===== src/logic/scm_consts.vh =====
// Offsets, field positions, reset values and sizes of the client block
`ifndef SCM_CONSTS_VH
`define SCM_CONSTS_VH

// ---------------------------------------------------------------
// Register byte offsets
// ---------------------------------------------------------------
`define SCM_OFF_CTRL 8'h00
`define SCM_OFF_STAT 8'h04
`define SCM_OFF_TXD 8'h08
`define SCM_OFF_RXD 8'h0C
`define SCM_OFF_TCNT 8'h10

// ---------------------------------------------------------------
// Control register fields
// ---------------------------------------------------------------
`define SCM_CTRL_W 10
`define SCM_CTRL_RESET 10'h084
`define SCM_C_TXREQ 0
`define SCM_C_RXREQ 1
`define SCM_C_SSPOL 2
`define SCM_C_FORCE 3
`define SCM_C_CKPOL 4
`define SCM_C_CKE 5
`define SCM_C_LSBF 6
`define SCM_C_DIR 7
`define SCM_C_LAT 8
`define SCM_C_SCKSEP 9

// ---------------------------------------------------------------
// Status register fields
// ---------------------------------------------------------------
`define SCM_FLAG_W 5
`define SCM_FLAG_RESET 5'h00
`define SCM_S_UNDER 0
`define SCM_S_OVER 1
`define SCM_S_FAULT 2
`define SCM_S_START 3
`define SCM_S_END 4
`define SCM_S_TXEMPTY 5
`define SCM_S_RXEMPTY 6
`define SCM_S_TXFULL 7
`define SCM_S_RXFULL 8
`define SCM_S_SEL 9

// ---------------------------------------------------------------
// Queue and transfer sizes
// ---------------------------------------------------------------
`define SCM_FIFO_DEPTH 2
`define SCM_FIFO_AW 1
`define SCM_FIFO_CW 2
`define SCM_BIT_LAST 3'd7
`define SCM_TCNT_RESET 8'h00

`endif


===== src/logic/scm_top.v =====
// Serial client datapath with select handling and APB registers
//
// Summary of operation
// Direction clear: output pin always driven.
// Inactive and output: drive pin latch value.
// Direction set: drive only when required and selected.
// Not required: send oldest queued byte, keep it.
// Required: send oldest queued byte, remove it.
// Required, queue empty: echo last byte, underflow.
// Not required, queue empty: echo, no underflow.
// Receive required and room: store each byte.
// Receive required and full: discard, set overflow.
// Receive not required: keep last byte only.
// Unselected: ignore clock, no transfer; pin at latch level if direction clear, else released.
// Select lost mid transfer sets fault flag.
// Polarity set means select is active low.
// Force active overrides the real select input.
// Select end returns receiver to idle.
// Host keeps select inactive until ready.
// Clock polarity and edge match the host.
// Separate clock pins: clock out follows in.
// Select edges set start and end flags.
// Eight bits per byte, MSB first default.
`timescale 1ns/100ps
`include "scm_consts.vh"
module scm_top (
   // APB clock and reset
   input wire pclk,
   input wire presetn,
   // APB slave
   input wire psel,
   input wire penable,
   input wire pwrite,
   input wire [7:0] paddr,
   input wire [31:0] pwdata,
   output reg [31:0] prdata,
   output wire pready,
   output reg pslverr,
   // Serial pins from the host
   input wire sck_in,
   input wire ss_in,
   input wire sdi_in,
   // Serial data out pin
   output reg sdo_out,
   output reg sdo_oe_n,
   // Chained clock out pin
   output reg sck_out,
   output reg sck_oe_n
);

   // ---------------------------------------------------------------
   // Declarations
   // ---------------------------------------------------------------
   reg [`SCM_CTRL_W-1:0] ctrl; // Control bits
   reg [`SCM_FLAG_W-1:0] flags; // Sticky event flags
   reg [7:0] tcnt; // Expected bytes per select frame
   wire [2:0] sync_q; // Synchronised clock, select, data
   wire sck_s;
   wire ss_s;
   wire sdi_s;
   reg sck_d; // Clock level one cycle ago
   reg sel_d; // Effective select one cycle ago
   reg [2:0] bit_cnt; // Bits sampled in current byte
   reg [2:0] tx_cnt; // Index of bit on the output
   reg [7:0] tx_byte; // Byte being shifted out
   reg [7:0] rx_shift; // Byte being shifted in
   reg [7:0] last_rx; // Most recent complete byte, for echo
   reg [7:0] frame_bytes; // Bytes completed in this frame
   wire sel_raw;
   wire sel_eff;
   wire sck_lvl;
   wire lead;
   wire trail;
   wire sel_rise;
   wire sel_fall;
   wire sample_edge;
   wire shift_edge;
   wire load_now;
   wire [7:0] next_rx;
   wire byte_done;
   wire data_bit;
   wire fault_set;
   wire [`SCM_FLAG_W-1:0] flag_set;
   wire [`SCM_FLAG_W-1:0] flag_clr;
   // APB decode
   wire setup;
   wire access;
   wire wr_ctrl;
   wire wr_stat;
   wire wr_tcnt;
   wire tx_push;
   wire rx_pop;
   // Queues
   wire [7:0] tx_head;
   wire tx_empty;
   wire tx_full;
   wire tx_pop;
   wire [`SCM_FIFO_CW-1:0] tx_count;
   wire [7:0] rx_head;
   wire rx_empty;
   wire rx_full;
   wire rx_push;
   wire [`SCM_FIFO_CW-1:0] rx_count;
   wire [9:0] status;

   // ---------------------------------------------------------------
   // Pin synchronisation
   // ---------------------------------------------------------------
   scm_sync u_sync (
      .clk (pclk),
      .rst_n (presetn),
      .d ({sck_in, ss_in, sdi_in}),
      .q (sync_q)
   );

   assign sck_s = sync_q[2];
   assign ss_s = sync_q[1];
   assign sdi_s = sync_q[0];

   // ---------------------------------------------------------------
   // Select and clock edge detection
   // ---------------------------------------------------------------
   // Polarity chooses which pin level counts as selected
   assign sel_raw = ctrl[`SCM_C_SSPOL] ? ~ss_s : ss_s;
   assign sel_eff = ctrl[`SCM_C_FORCE] | sel_raw;
   // Normalise so that 0 is the idle level of the host clock
   assign sck_lvl = sck_s ^ ctrl[`SCM_C_CKPOL];
   // Clock edges only count while selected
   assign lead = sel_eff & sel_d & sck_lvl & ~sck_d;
   assign trail = sel_eff & sel_d & ~sck_lvl & sck_d;
   assign sel_rise = sel_eff & ~sel_d;
   assign sel_fall = ~sel_eff & sel_d;
   // Edge select picks which edge changes the output
   assign shift_edge = ctrl[`SCM_C_CKE] ? trail : lead;
   assign sample_edge = ctrl[`SCM_C_CKE] ? lead : trail;

   // ---------------------------------------------------------------
   // Transmit byte selection
   // ---------------------------------------------------------------
   // A byte is loaded at select start when data leads the clock,
   // otherwise on the shift edge that follows the last bit
   assign load_now = (sel_rise & ctrl[`SCM_C_CKE]) |
                     (shift_edge & (tx_cnt == `SCM_BIT_LAST));
   // Only a required transmit consumes the queue entry
   assign tx_pop = load_now & ~tx_empty & ctrl[`SCM_C_TXREQ];
   assign data_bit = ctrl[`SCM_C_LSBF] ? tx_byte[tx_cnt] :
                     tx_byte[`SCM_BIT_LAST - tx_cnt];

   // ---------------------------------------------------------------
   // Receive path
   // ---------------------------------------------------------------
   assign next_rx = ctrl[`SCM_C_LSBF] ? {sdi_s, rx_shift[7:1]} :
                    {rx_shift[6:0], sdi_s};
   assign byte_done = sample_edge & (bit_cnt == `SCM_BIT_LAST);
   assign rx_push = byte_done & ctrl[`SCM_C_RXREQ] & ~rx_full;

   // ---------------------------------------------------------------
   // Event flags; a set in the clearing cycle wins
   // ---------------------------------------------------------------
   // A frame is short if a byte is unfinished or fewer bytes came
   // than the transfer count asks for
   assign fault_set = sel_fall & ((bit_cnt != 3'd0) |
                      ((tcnt != 8'h00) & (frame_bytes < tcnt)));
   assign flag_set[`SCM_S_UNDER] = load_now & tx_empty &
                                   ctrl[`SCM_C_TXREQ];
   assign flag_set[`SCM_S_OVER] = byte_done & ctrl[`SCM_C_RXREQ] &
                                  rx_full;
   assign flag_set[`SCM_S_FAULT] = fault_set;
   assign flag_set[`SCM_S_START] = sel_rise;
   assign flag_set[`SCM_S_END] = sel_fall;
   assign flag_clr = wr_stat ? pwdata[`SCM_FLAG_W-1:0] :
                     {`SCM_FLAG_W{1'b0}};

   // Flags clear by writing one
   always @(posedge pclk or negedge presetn) begin
      if (!presetn) begin
         flags <= `SCM_FLAG_RESET;
      end else begin
         flags <= (flags & ~flag_clr) | flag_set;
      end
   end

   // ---------------------------------------------------------------
   // Serial engine
   // ---------------------------------------------------------------
   always @(posedge pclk or negedge presetn) begin
      if (!presetn) begin
         sck_d <= 1'b0;
         sel_d <= 1'b0;
         bit_cnt <= 3'd0;
         tx_cnt <= `SCM_BIT_LAST;
         tx_byte <= 8'h00;
         rx_shift <= 8'h00;
         last_rx <= 8'h00;
         frame_bytes <= 8'h00;
      end else begin
         sck_d <= sck_lvl;
         sel_d <= sel_eff;
         if (sel_fall) begin
            // Back to idle; the next select starts a fresh byte
            bit_cnt <= 3'd0;
            tx_cnt <= `SCM_BIT_LAST;
            frame_bytes <= 8'h00;
         end else begin
            // Output side: load a new byte or move to the next bit
            if (load_now) begin
               // Empty queue echoes the last byte received
               tx_byte <= tx_empty ? last_rx : tx_head;
               tx_cnt <= 3'd0;
            end else if (shift_edge) begin
               tx_cnt <= tx_cnt + 3'd1;
            end
            // Input side: one bit per sample edge
            if (sample_edge) begin
               rx_shift <= next_rx;
               bit_cnt <= bit_cnt + 3'd1;
            end
            if (byte_done) begin
               // Kept even when receive is not required
               last_rx <= next_rx;
               if (frame_bytes != 8'hFF) begin
                  frame_bytes <= frame_bytes + 8'h01;
               end
            end
         end
      end
   end

   // ---------------------------------------------------------------
   // Pin drivers; enables are low while driving
   // ---------------------------------------------------------------
   always @(posedge pclk or negedge presetn) begin
      if (!presetn) begin
         sdo_out <= 1'b0;
         sdo_oe_n <= 1'b1;
         sck_out <= 1'b0;
         sck_oe_n <= 1'b1;
      end else begin
         if (!ctrl[`SCM_C_DIR]) begin
            // Always driven; latch level while not selected
            sdo_oe_n <= 1'b0;
            sdo_out <= sel_eff ? data_bit : ctrl[`SCM_C_LAT];
         end else if (ctrl[`SCM_C_TXREQ] & sel_eff) begin
            sdo_oe_n <= 1'b0;
            sdo_out <= data_bit;
         end else begin
            sdo_oe_n <= 1'b1;
            sdo_out <= 1'b0;
         end
         // Clock repeater for chained clients; delayed by the sync
         sck_out <= sck_s;
         sck_oe_n <= ~ctrl[`SCM_C_SCKSEP];
      end
   end

   // ---------------------------------------------------------------
   // Queues
   // ---------------------------------------------------------------
   scm_fifo u_txq (
      .clk (pclk),
      .rst_n (presetn),
      .push (tx_push),
      .wdata (pwdata[7:0]),
      .pop (tx_pop),
      .head (tx_head),
      .empty (tx_empty),
      .full (tx_full),
      .count (tx_count)
   );

   scm_fifo u_rxq (
      .clk (pclk),
      .rst_n (presetn),
      .push (rx_push),
      .wdata (next_rx),
      .pop (rx_pop),
      .head (rx_head),
      .empty (rx_empty),
      .full (rx_full),
      .count (rx_count)
   );

   // ---------------------------------------------------------------
   // APB slave; zero wait states, read data captured in setup
   // ---------------------------------------------------------------
   assign pready = 1'b1;
   assign setup = psel & ~penable;
   assign access = psel & penable;
   assign wr_ctrl = access & pwrite & (paddr == `SCM_OFF_CTRL);
   assign wr_stat = access & pwrite & (paddr == `SCM_OFF_STAT);
   assign wr_tcnt = access & pwrite & (paddr == `SCM_OFF_TCNT);
   // A write to a full transmit queue is dropped
   assign tx_push = access & pwrite & (paddr == `SCM_OFF_TXD);
   assign rx_pop = access & ~pwrite & (paddr == `SCM_OFF_RXD);
   assign status = {sel_eff, rx_full, tx_full, rx_empty, tx_empty,
                    flags};

   // Writable registers
   always @(posedge pclk or negedge presetn) begin
      if (!presetn) begin
         ctrl <= `SCM_CTRL_RESET;
         tcnt <= `SCM_TCNT_RESET;
      end else begin
         if (wr_ctrl) begin
            ctrl <= pwdata[`SCM_CTRL_W-1:0];
         end
         if (wr_tcnt) begin
            tcnt <= pwdata[7:0];
         end
      end
   end

   // Read data and error flag, held through the access phase
   always @(posedge pclk or negedge presetn) begin
      if (!presetn) begin
         prdata <= 32'h00000000;
         pslverr <= 1'b0;
      end else if (setup) begin
         pslverr <= 1'b0;
         case (paddr)
            `SCM_OFF_CTRL: prdata <= {22'h000000, ctrl};
            `SCM_OFF_STAT: prdata <= {22'h000000, status};
            `SCM_OFF_TXD: prdata <= {30'h00000000, tx_count};
            `SCM_OFF_RXD: prdata <= {24'h000000, rx_head};
            `SCM_OFF_TCNT: prdata <= {24'h000000, tcnt};
            default: begin
               prdata <= 32'h00000000;
               pslverr <= 1'b1;
            end
         endcase
      end else if (!psel) begin
         pslverr <= 1'b0;
      end
   end

endmodule // scm_top


===== src/logic/scm_sync.v =====
// Two-stage synchroniser for the serial pins
`timescale 1ns/100ps
module scm_sync (
   // Clock and reset
   input wire clk,
   input wire rst_n,
   // Asynchronous inputs and their synchronised copies
   input wire [2:0] d,
   output reg [2:0] q
);

   reg [2:0] meta; // First stage, read only by the second stage

   // ---------------------------------------------------------------
   // Two flops per bit; the pins come from the host's clock domain
   // ---------------------------------------------------------------
   always @(posedge clk or negedge rst_n) begin
      if (!rst_n) begin
         // Select bit starts at its idle high level: no false select
         meta <= 3'h2;
         q <= 3'h2;
      end else begin
         meta <= d;
         q <= meta;
      end
   end

endmodule // scm_sync


===== src/logic/scm_fifo.v =====
// Small byte queue held in flip-flops
`timescale 1ns/100ps
`include "scm_consts.vh"
module scm_fifo (
   // Clock and reset
   input wire clk,
   input wire rst_n,
   // Fill side
   input wire push,
   input wire [7:0] wdata,
   // Drain side
   input wire pop,
   output wire [7:0] head,
   // State
   output wire empty,
   output wire full,
   output wire [`SCM_FIFO_CW-1:0] count
);

   reg [7:0] mem [0:`SCM_FIFO_DEPTH-1]; // Byte storage
   reg [`SCM_FIFO_AW-1:0] rd_ptr; // Oldest entry
   reg [`SCM_FIFO_AW-1:0] wr_ptr; // Next free entry
   reg [`SCM_FIFO_CW-1:0] cnt; // Occupancy
   wire do_push;
   wire do_pop;

   // A push into a full queue is dropped here; the caller need not check full
   assign do_push = push & ~full;
   assign do_pop = pop & ~empty;
   assign empty = (cnt == {`SCM_FIFO_CW{1'b0}});
   assign full = (cnt == `SCM_FIFO_DEPTH);
   assign count = cnt;
   assign head = mem[rd_ptr];

   // ---------------------------------------------------------------
   // Pointers and occupancy
   // ---------------------------------------------------------------
   always @(posedge clk or negedge rst_n) begin
      if (!rst_n) begin
         rd_ptr <= {`SCM_FIFO_AW{1'b0}};
         wr_ptr <= {`SCM_FIFO_AW{1'b0}};
         cnt <= {`SCM_FIFO_CW{1'b0}};
      end else begin
         if (do_push) begin
            wr_ptr <= wr_ptr + 1'b1;
         end
         if (do_pop) begin
            rd_ptr <= rd_ptr + 1'b1;
         end
         if (do_push & ~do_pop) begin
            cnt <= cnt + 1'b1;
         end else if (do_pop & ~do_push) begin
            cnt <= cnt - 1'b1;
         end
      end
   end

   // ---------------------------------------------------------------
   // Storage; data only, so no reset is needed
   // ---------------------------------------------------------------
   always @(posedge clk) begin
      if (do_push) begin
         mem[wr_ptr] <= wdata;
      end
   end

endmodule // scm_fifo


===== config.mk =====
export PLATFORM = sky130hd
export DESIGN_NAME = scm_top
export DESIGN_NICKNAME = d
export VERILOG_FILES = /design/src/logic/scm_top.v /design/src/logic/scm_sync.v /design/src/logic/scm_fifo.v
export VERILOG_INCLUDE_DIRS = /design/src /design/src/logic
export SDC_FILE = /design/constraint.sdc
export NUM_CORES = 1
export LEC_CHECK = 0
export ABC_AREA = 0
export BUFFER_PORTS_ARGS = -buffer_cell sky130_fd_sc_hd__buf_2
export CAP_MARGIN = 20
export CELL_PAD_IN_SITES_DETAIL_PLACEMENT = 1
export CELL_PAD_IN_SITES_GLOBAL_PLACEMENT = 2
export CORE_ASPECT_RATIO = 1.2
export CORE_MARGIN = 3
export CORE_UTILIZATION = 37
export DETAILED_ROUTE_END_ITERATION = 7
export PLACE_DENSITY = 0.9
export SLEW_MARGIN = 10
export SYNTH_ARGS = -nofsm -noshare
export SYNTH_HDL_FRONTEND = slang
export SYNTH_SLANG_ARGS = --single-unit

===== constraint.sdc =====
create_clock -name pclk -period 3.25 [get_ports pclk]
set_input_delay 0.1625 -clock pclk [delete_from_list [all_inputs] [get_ports pclk]]
set_output_delay 0.1625 -clock pclk [all_outputs]
set_load 0.02 [all_outputs]

==> run_results.csv <==
group,metric,value,unit
sta,timing.final.crit_period,2.74,ns
finish,area_growth,17.1,%
logic_synthesis,synthTopCellsByArea,"dfrtp_1 (36%), edfxtp_1 (16%), mux2i_1 (6.9%)",
finish,fin_area,0.00684,mm^2
power_and_ir_drop,ir_worst_vdd,315,uV
die,die_area,0.0173,mm^2
finish,fillers,1712,
global_routing,overflow,0,
logic_synthesis,async_reset_ff_frac,0.742,
route,drc,0,
clocking,clk_path_buf_depth,2,
worst_setup_path,cp_max_fo,8,
worst_setup_path,crit_chain,"ha_1 > ha_1 > nand2_1 > nor4_1 > o21ai_1 > or3b_2 > ha_1 > xor2_1 > nor2_1 > xor2_1",
route,dr.pass1.iters,4,
global_routing,grt_pass1_vias,4554,
die,fp.dieW,121,um
clocking,tritoncts,"built",
sta,skew,0.0104,ns
route,routedWlPerCell,19.9,um
logic_synthesis,synthFlopType,"dfrtp_1",
power_and_ir_drop,p_per_area,587,mW/mm^2
worst_setup_path,cpPeakStageDelay,0.62,ns
logic_synthesis,synthesis.instances,523,
logic_synthesis,synth_top_cell_by_area,"dfrtp_1",
clocking,clock_latency,0.42,ns
global_routing,grt_pass1_wl,25100,um
placed_design,dp.cells,756,
worst_setup_path,r2r_start,"tx_cnt[1]$_DFFE_PN1P_",
sta,rsz0062_at_grt,"false",
worst_setup_path,critPathLaunch,"tx_cnt[1]$_DFFE_PN1P_",
logic_synthesis,synth_seq_area_share,0.560,
worst_setup_path,path_class,"flop to flop",
route,via_per_inst,5.29,
clocking,cts_root_buffer,"clkbuf_16",
worst_setup_path,worstSetupEndpointType,"flop",
route,num_vias,4206,
placed_design,gp_congestion,0.851,
global_routing,grt_max_degree,35,
finish,layout_common_cells,"dfrtp_1 (83), nand2_1 (52), mux2i_1 (40)",
worst_setup_path,required,3.59,ns
logic_synthesis,yosysTopAreaCellShare,0.355,
finish,multi_input_area,0.00230,mm^2
sta,fin_crit_sh,0.845,
logic_synthesis,synth_edf_count,32,
clocking,path_clk_slew,0.05,ns
placed_design,dpl_cell_area,0.00621,mm^2
logic_synthesis,synth-seq-cells,124,
run_status,status,"finished clean",
route,finalWirelength,15800,um
sta,holdWs,0.00245,ns
finish,num_antenna_cells,0,
worst_hold_path,min_from,"pwdata[7]",
sta,setup_viol,0,
die,core,0.0152,mm^2
die,fp-row-count,49,
finish,drive_gt1_frac,0.188,
global_routing,antenna_found_initial,1,
route,ant_nets,0,
worst_setup_path,cp_num_buf_inv,0,
logic_synthesis,yosys_warnings,0,
placed_design,dpl.hpwl,11100,um
sta,hold_viol,0,
sta,fmax,364,MHz
global_routing,grt.total_usage,0.190,
clocking,cts_sinks,124,
worst_hold_path,min_path_type,"input pin to flop",
logic_synthesis,avgSynthCellArea,11.2,um^2
worst_setup_path,cp-start-kind,"flop",
sta,slew_violations,0,
finish,final_nets,641,
logic_synthesis,yosysUniqueCellTypes,53,
run,drv_cap,0,
worst_setup_path,crit_family,"simple AND/OR/NAND/NOR gates",
route,drt_iter0_markers,241,
sta,tns,0,ns
power_and_ir_drop,power,4.02,mW
clocking,numCtsBuffers,17,
sta,tightest_slew,0.818,ns
finish,instances_no_fill,795,
die,ios,86,
worst_setup_path,critPathSlowestCell,"dfstp_2",
die,start_util,0.384,
sta,slew_headroom,0.450,
logic_synthesis,syn_area,0.00584,mm^2
clocking,htreeDepth,4,
finish,final_common_cell,"dfrtp_1",
placed_design,pre_cts_slack,0.520,ns
worst_setup_path,path_common_cell,"ha_1",
placed_design,port_buffers,40,
power_and_ir_drop,p_leak,3.02,nW
sta,fin_ws,0.505,ns
worst_setup_path,arrival,3.09,ns
finish,regArea,0.00327,mm^2
die,dieHeight,144,um
finish,final_core_util,0.450,
==> cells by family after synthesis <==
group                    count (synthesis)  share of synthesized area
adder cells (fa/ha/maj)                 15                     0.0321
multiplexers                            60                      0.111
other                                    2                    0.00129
XOR/XNOR                                13                     0.0195
AO/OA/AOI/OAI                           97                      0.102
flip-flops                             124                      0.560
AND/OR/NAND/NOR                        142                      0.114
buffers and inverters                   70                     0.0599
==> power by group <==
| group | switching [mW] | internal (mW) |
|---|---|---|
| combinational | 0.239 | 0.165 |
| sequential | 0.104 | 1.71 |
| clock | 0.690 | 1.11 |
==> cell usage after synthesis, drive strengths merged, types with 8 or more instances <==
master / n
ha: 15
dfrtp: 83
mux2i: 40
clkbuf: 16
edfxtp: 32
a21oi: 24
inv: 27
dfstp: 9
nand2: 52
nor2: 39
buf: 27
nor2b: 8
mux2: 18
o21ai: 37
==> path summary, 6_finish.rpt <==
path / end / slack (ns) / cells after the start
max reg2reg: u_txq.count[1]$_DFFE_PN0P_ / 0.51 / 10
min in group asynchronous: frame_bytes[3]$_DFFE_PN0P_ / 0.23 / 2
max in group asynchronous: tx_cnt[2]$_DFFE_PN1P_ / 2.19 / 3
max: u_txq.count[1]$_DFFE_PN0P_ / 0.51 / 10
min: u_txq.mem[0][7]$_DFFE_PP_ / 0.002 / 1
min reg2reg: u_sync.q[0]$_DFF_PN0_ / 0.35 / 0
==> per-layer routing <==
metal  up-vias  wire, um  GRT usage
li1       1916         -          -
met1      2143      6080      0.211
met2       110      8630      0.354
met3        35       611     0.0366
met4         2       464     0.0829
met5         -        13          0
==> state kept, by name, indices dropped and copies added (netlist names), 2 cells and up <==
| register | cells |
|---|---|
| u_rxq.mem | 16 |
| u_txq.mem | 16 |
| ctrl | 10 |
| prdata | 10 |
| frame_bytes | 8 |
| last_rx | 8 |
| rx_shift | 8 |
| tcnt | 8 |
| tx_byte | 8 |
| flags | 5 |
| bit_cnt | 3 |
| tx_cnt | 3 |
| u_sync.meta | 3 |
| u_sync.q | 3 |
| u_rxq.count | 2 |
| u_txq.count | 2 |
==> layout make-up <==
class | instances | share of cell area
flip-flops and latches | 124 | 0.479
multi-input cells | 350 | 0.336
clock buffers | 18 | 0.0627
repair buffers | 58 | 0.0519
well taps | 204 | 0.0373
clock inverters | 14 | 0.0187
inverters | 27 | 0.0148
==> repair_timing <==
| action | 4_1_cts | 5_1_grt |
|---|---|---|
| hold buffers | 7 | 0 |
| gates resized for setup | 0 | 0 |
| setup buffers | 0 | 0 |
| endpoints found under the hold margin | 35 | 0 |
Power figures use the tool's default switching activity.
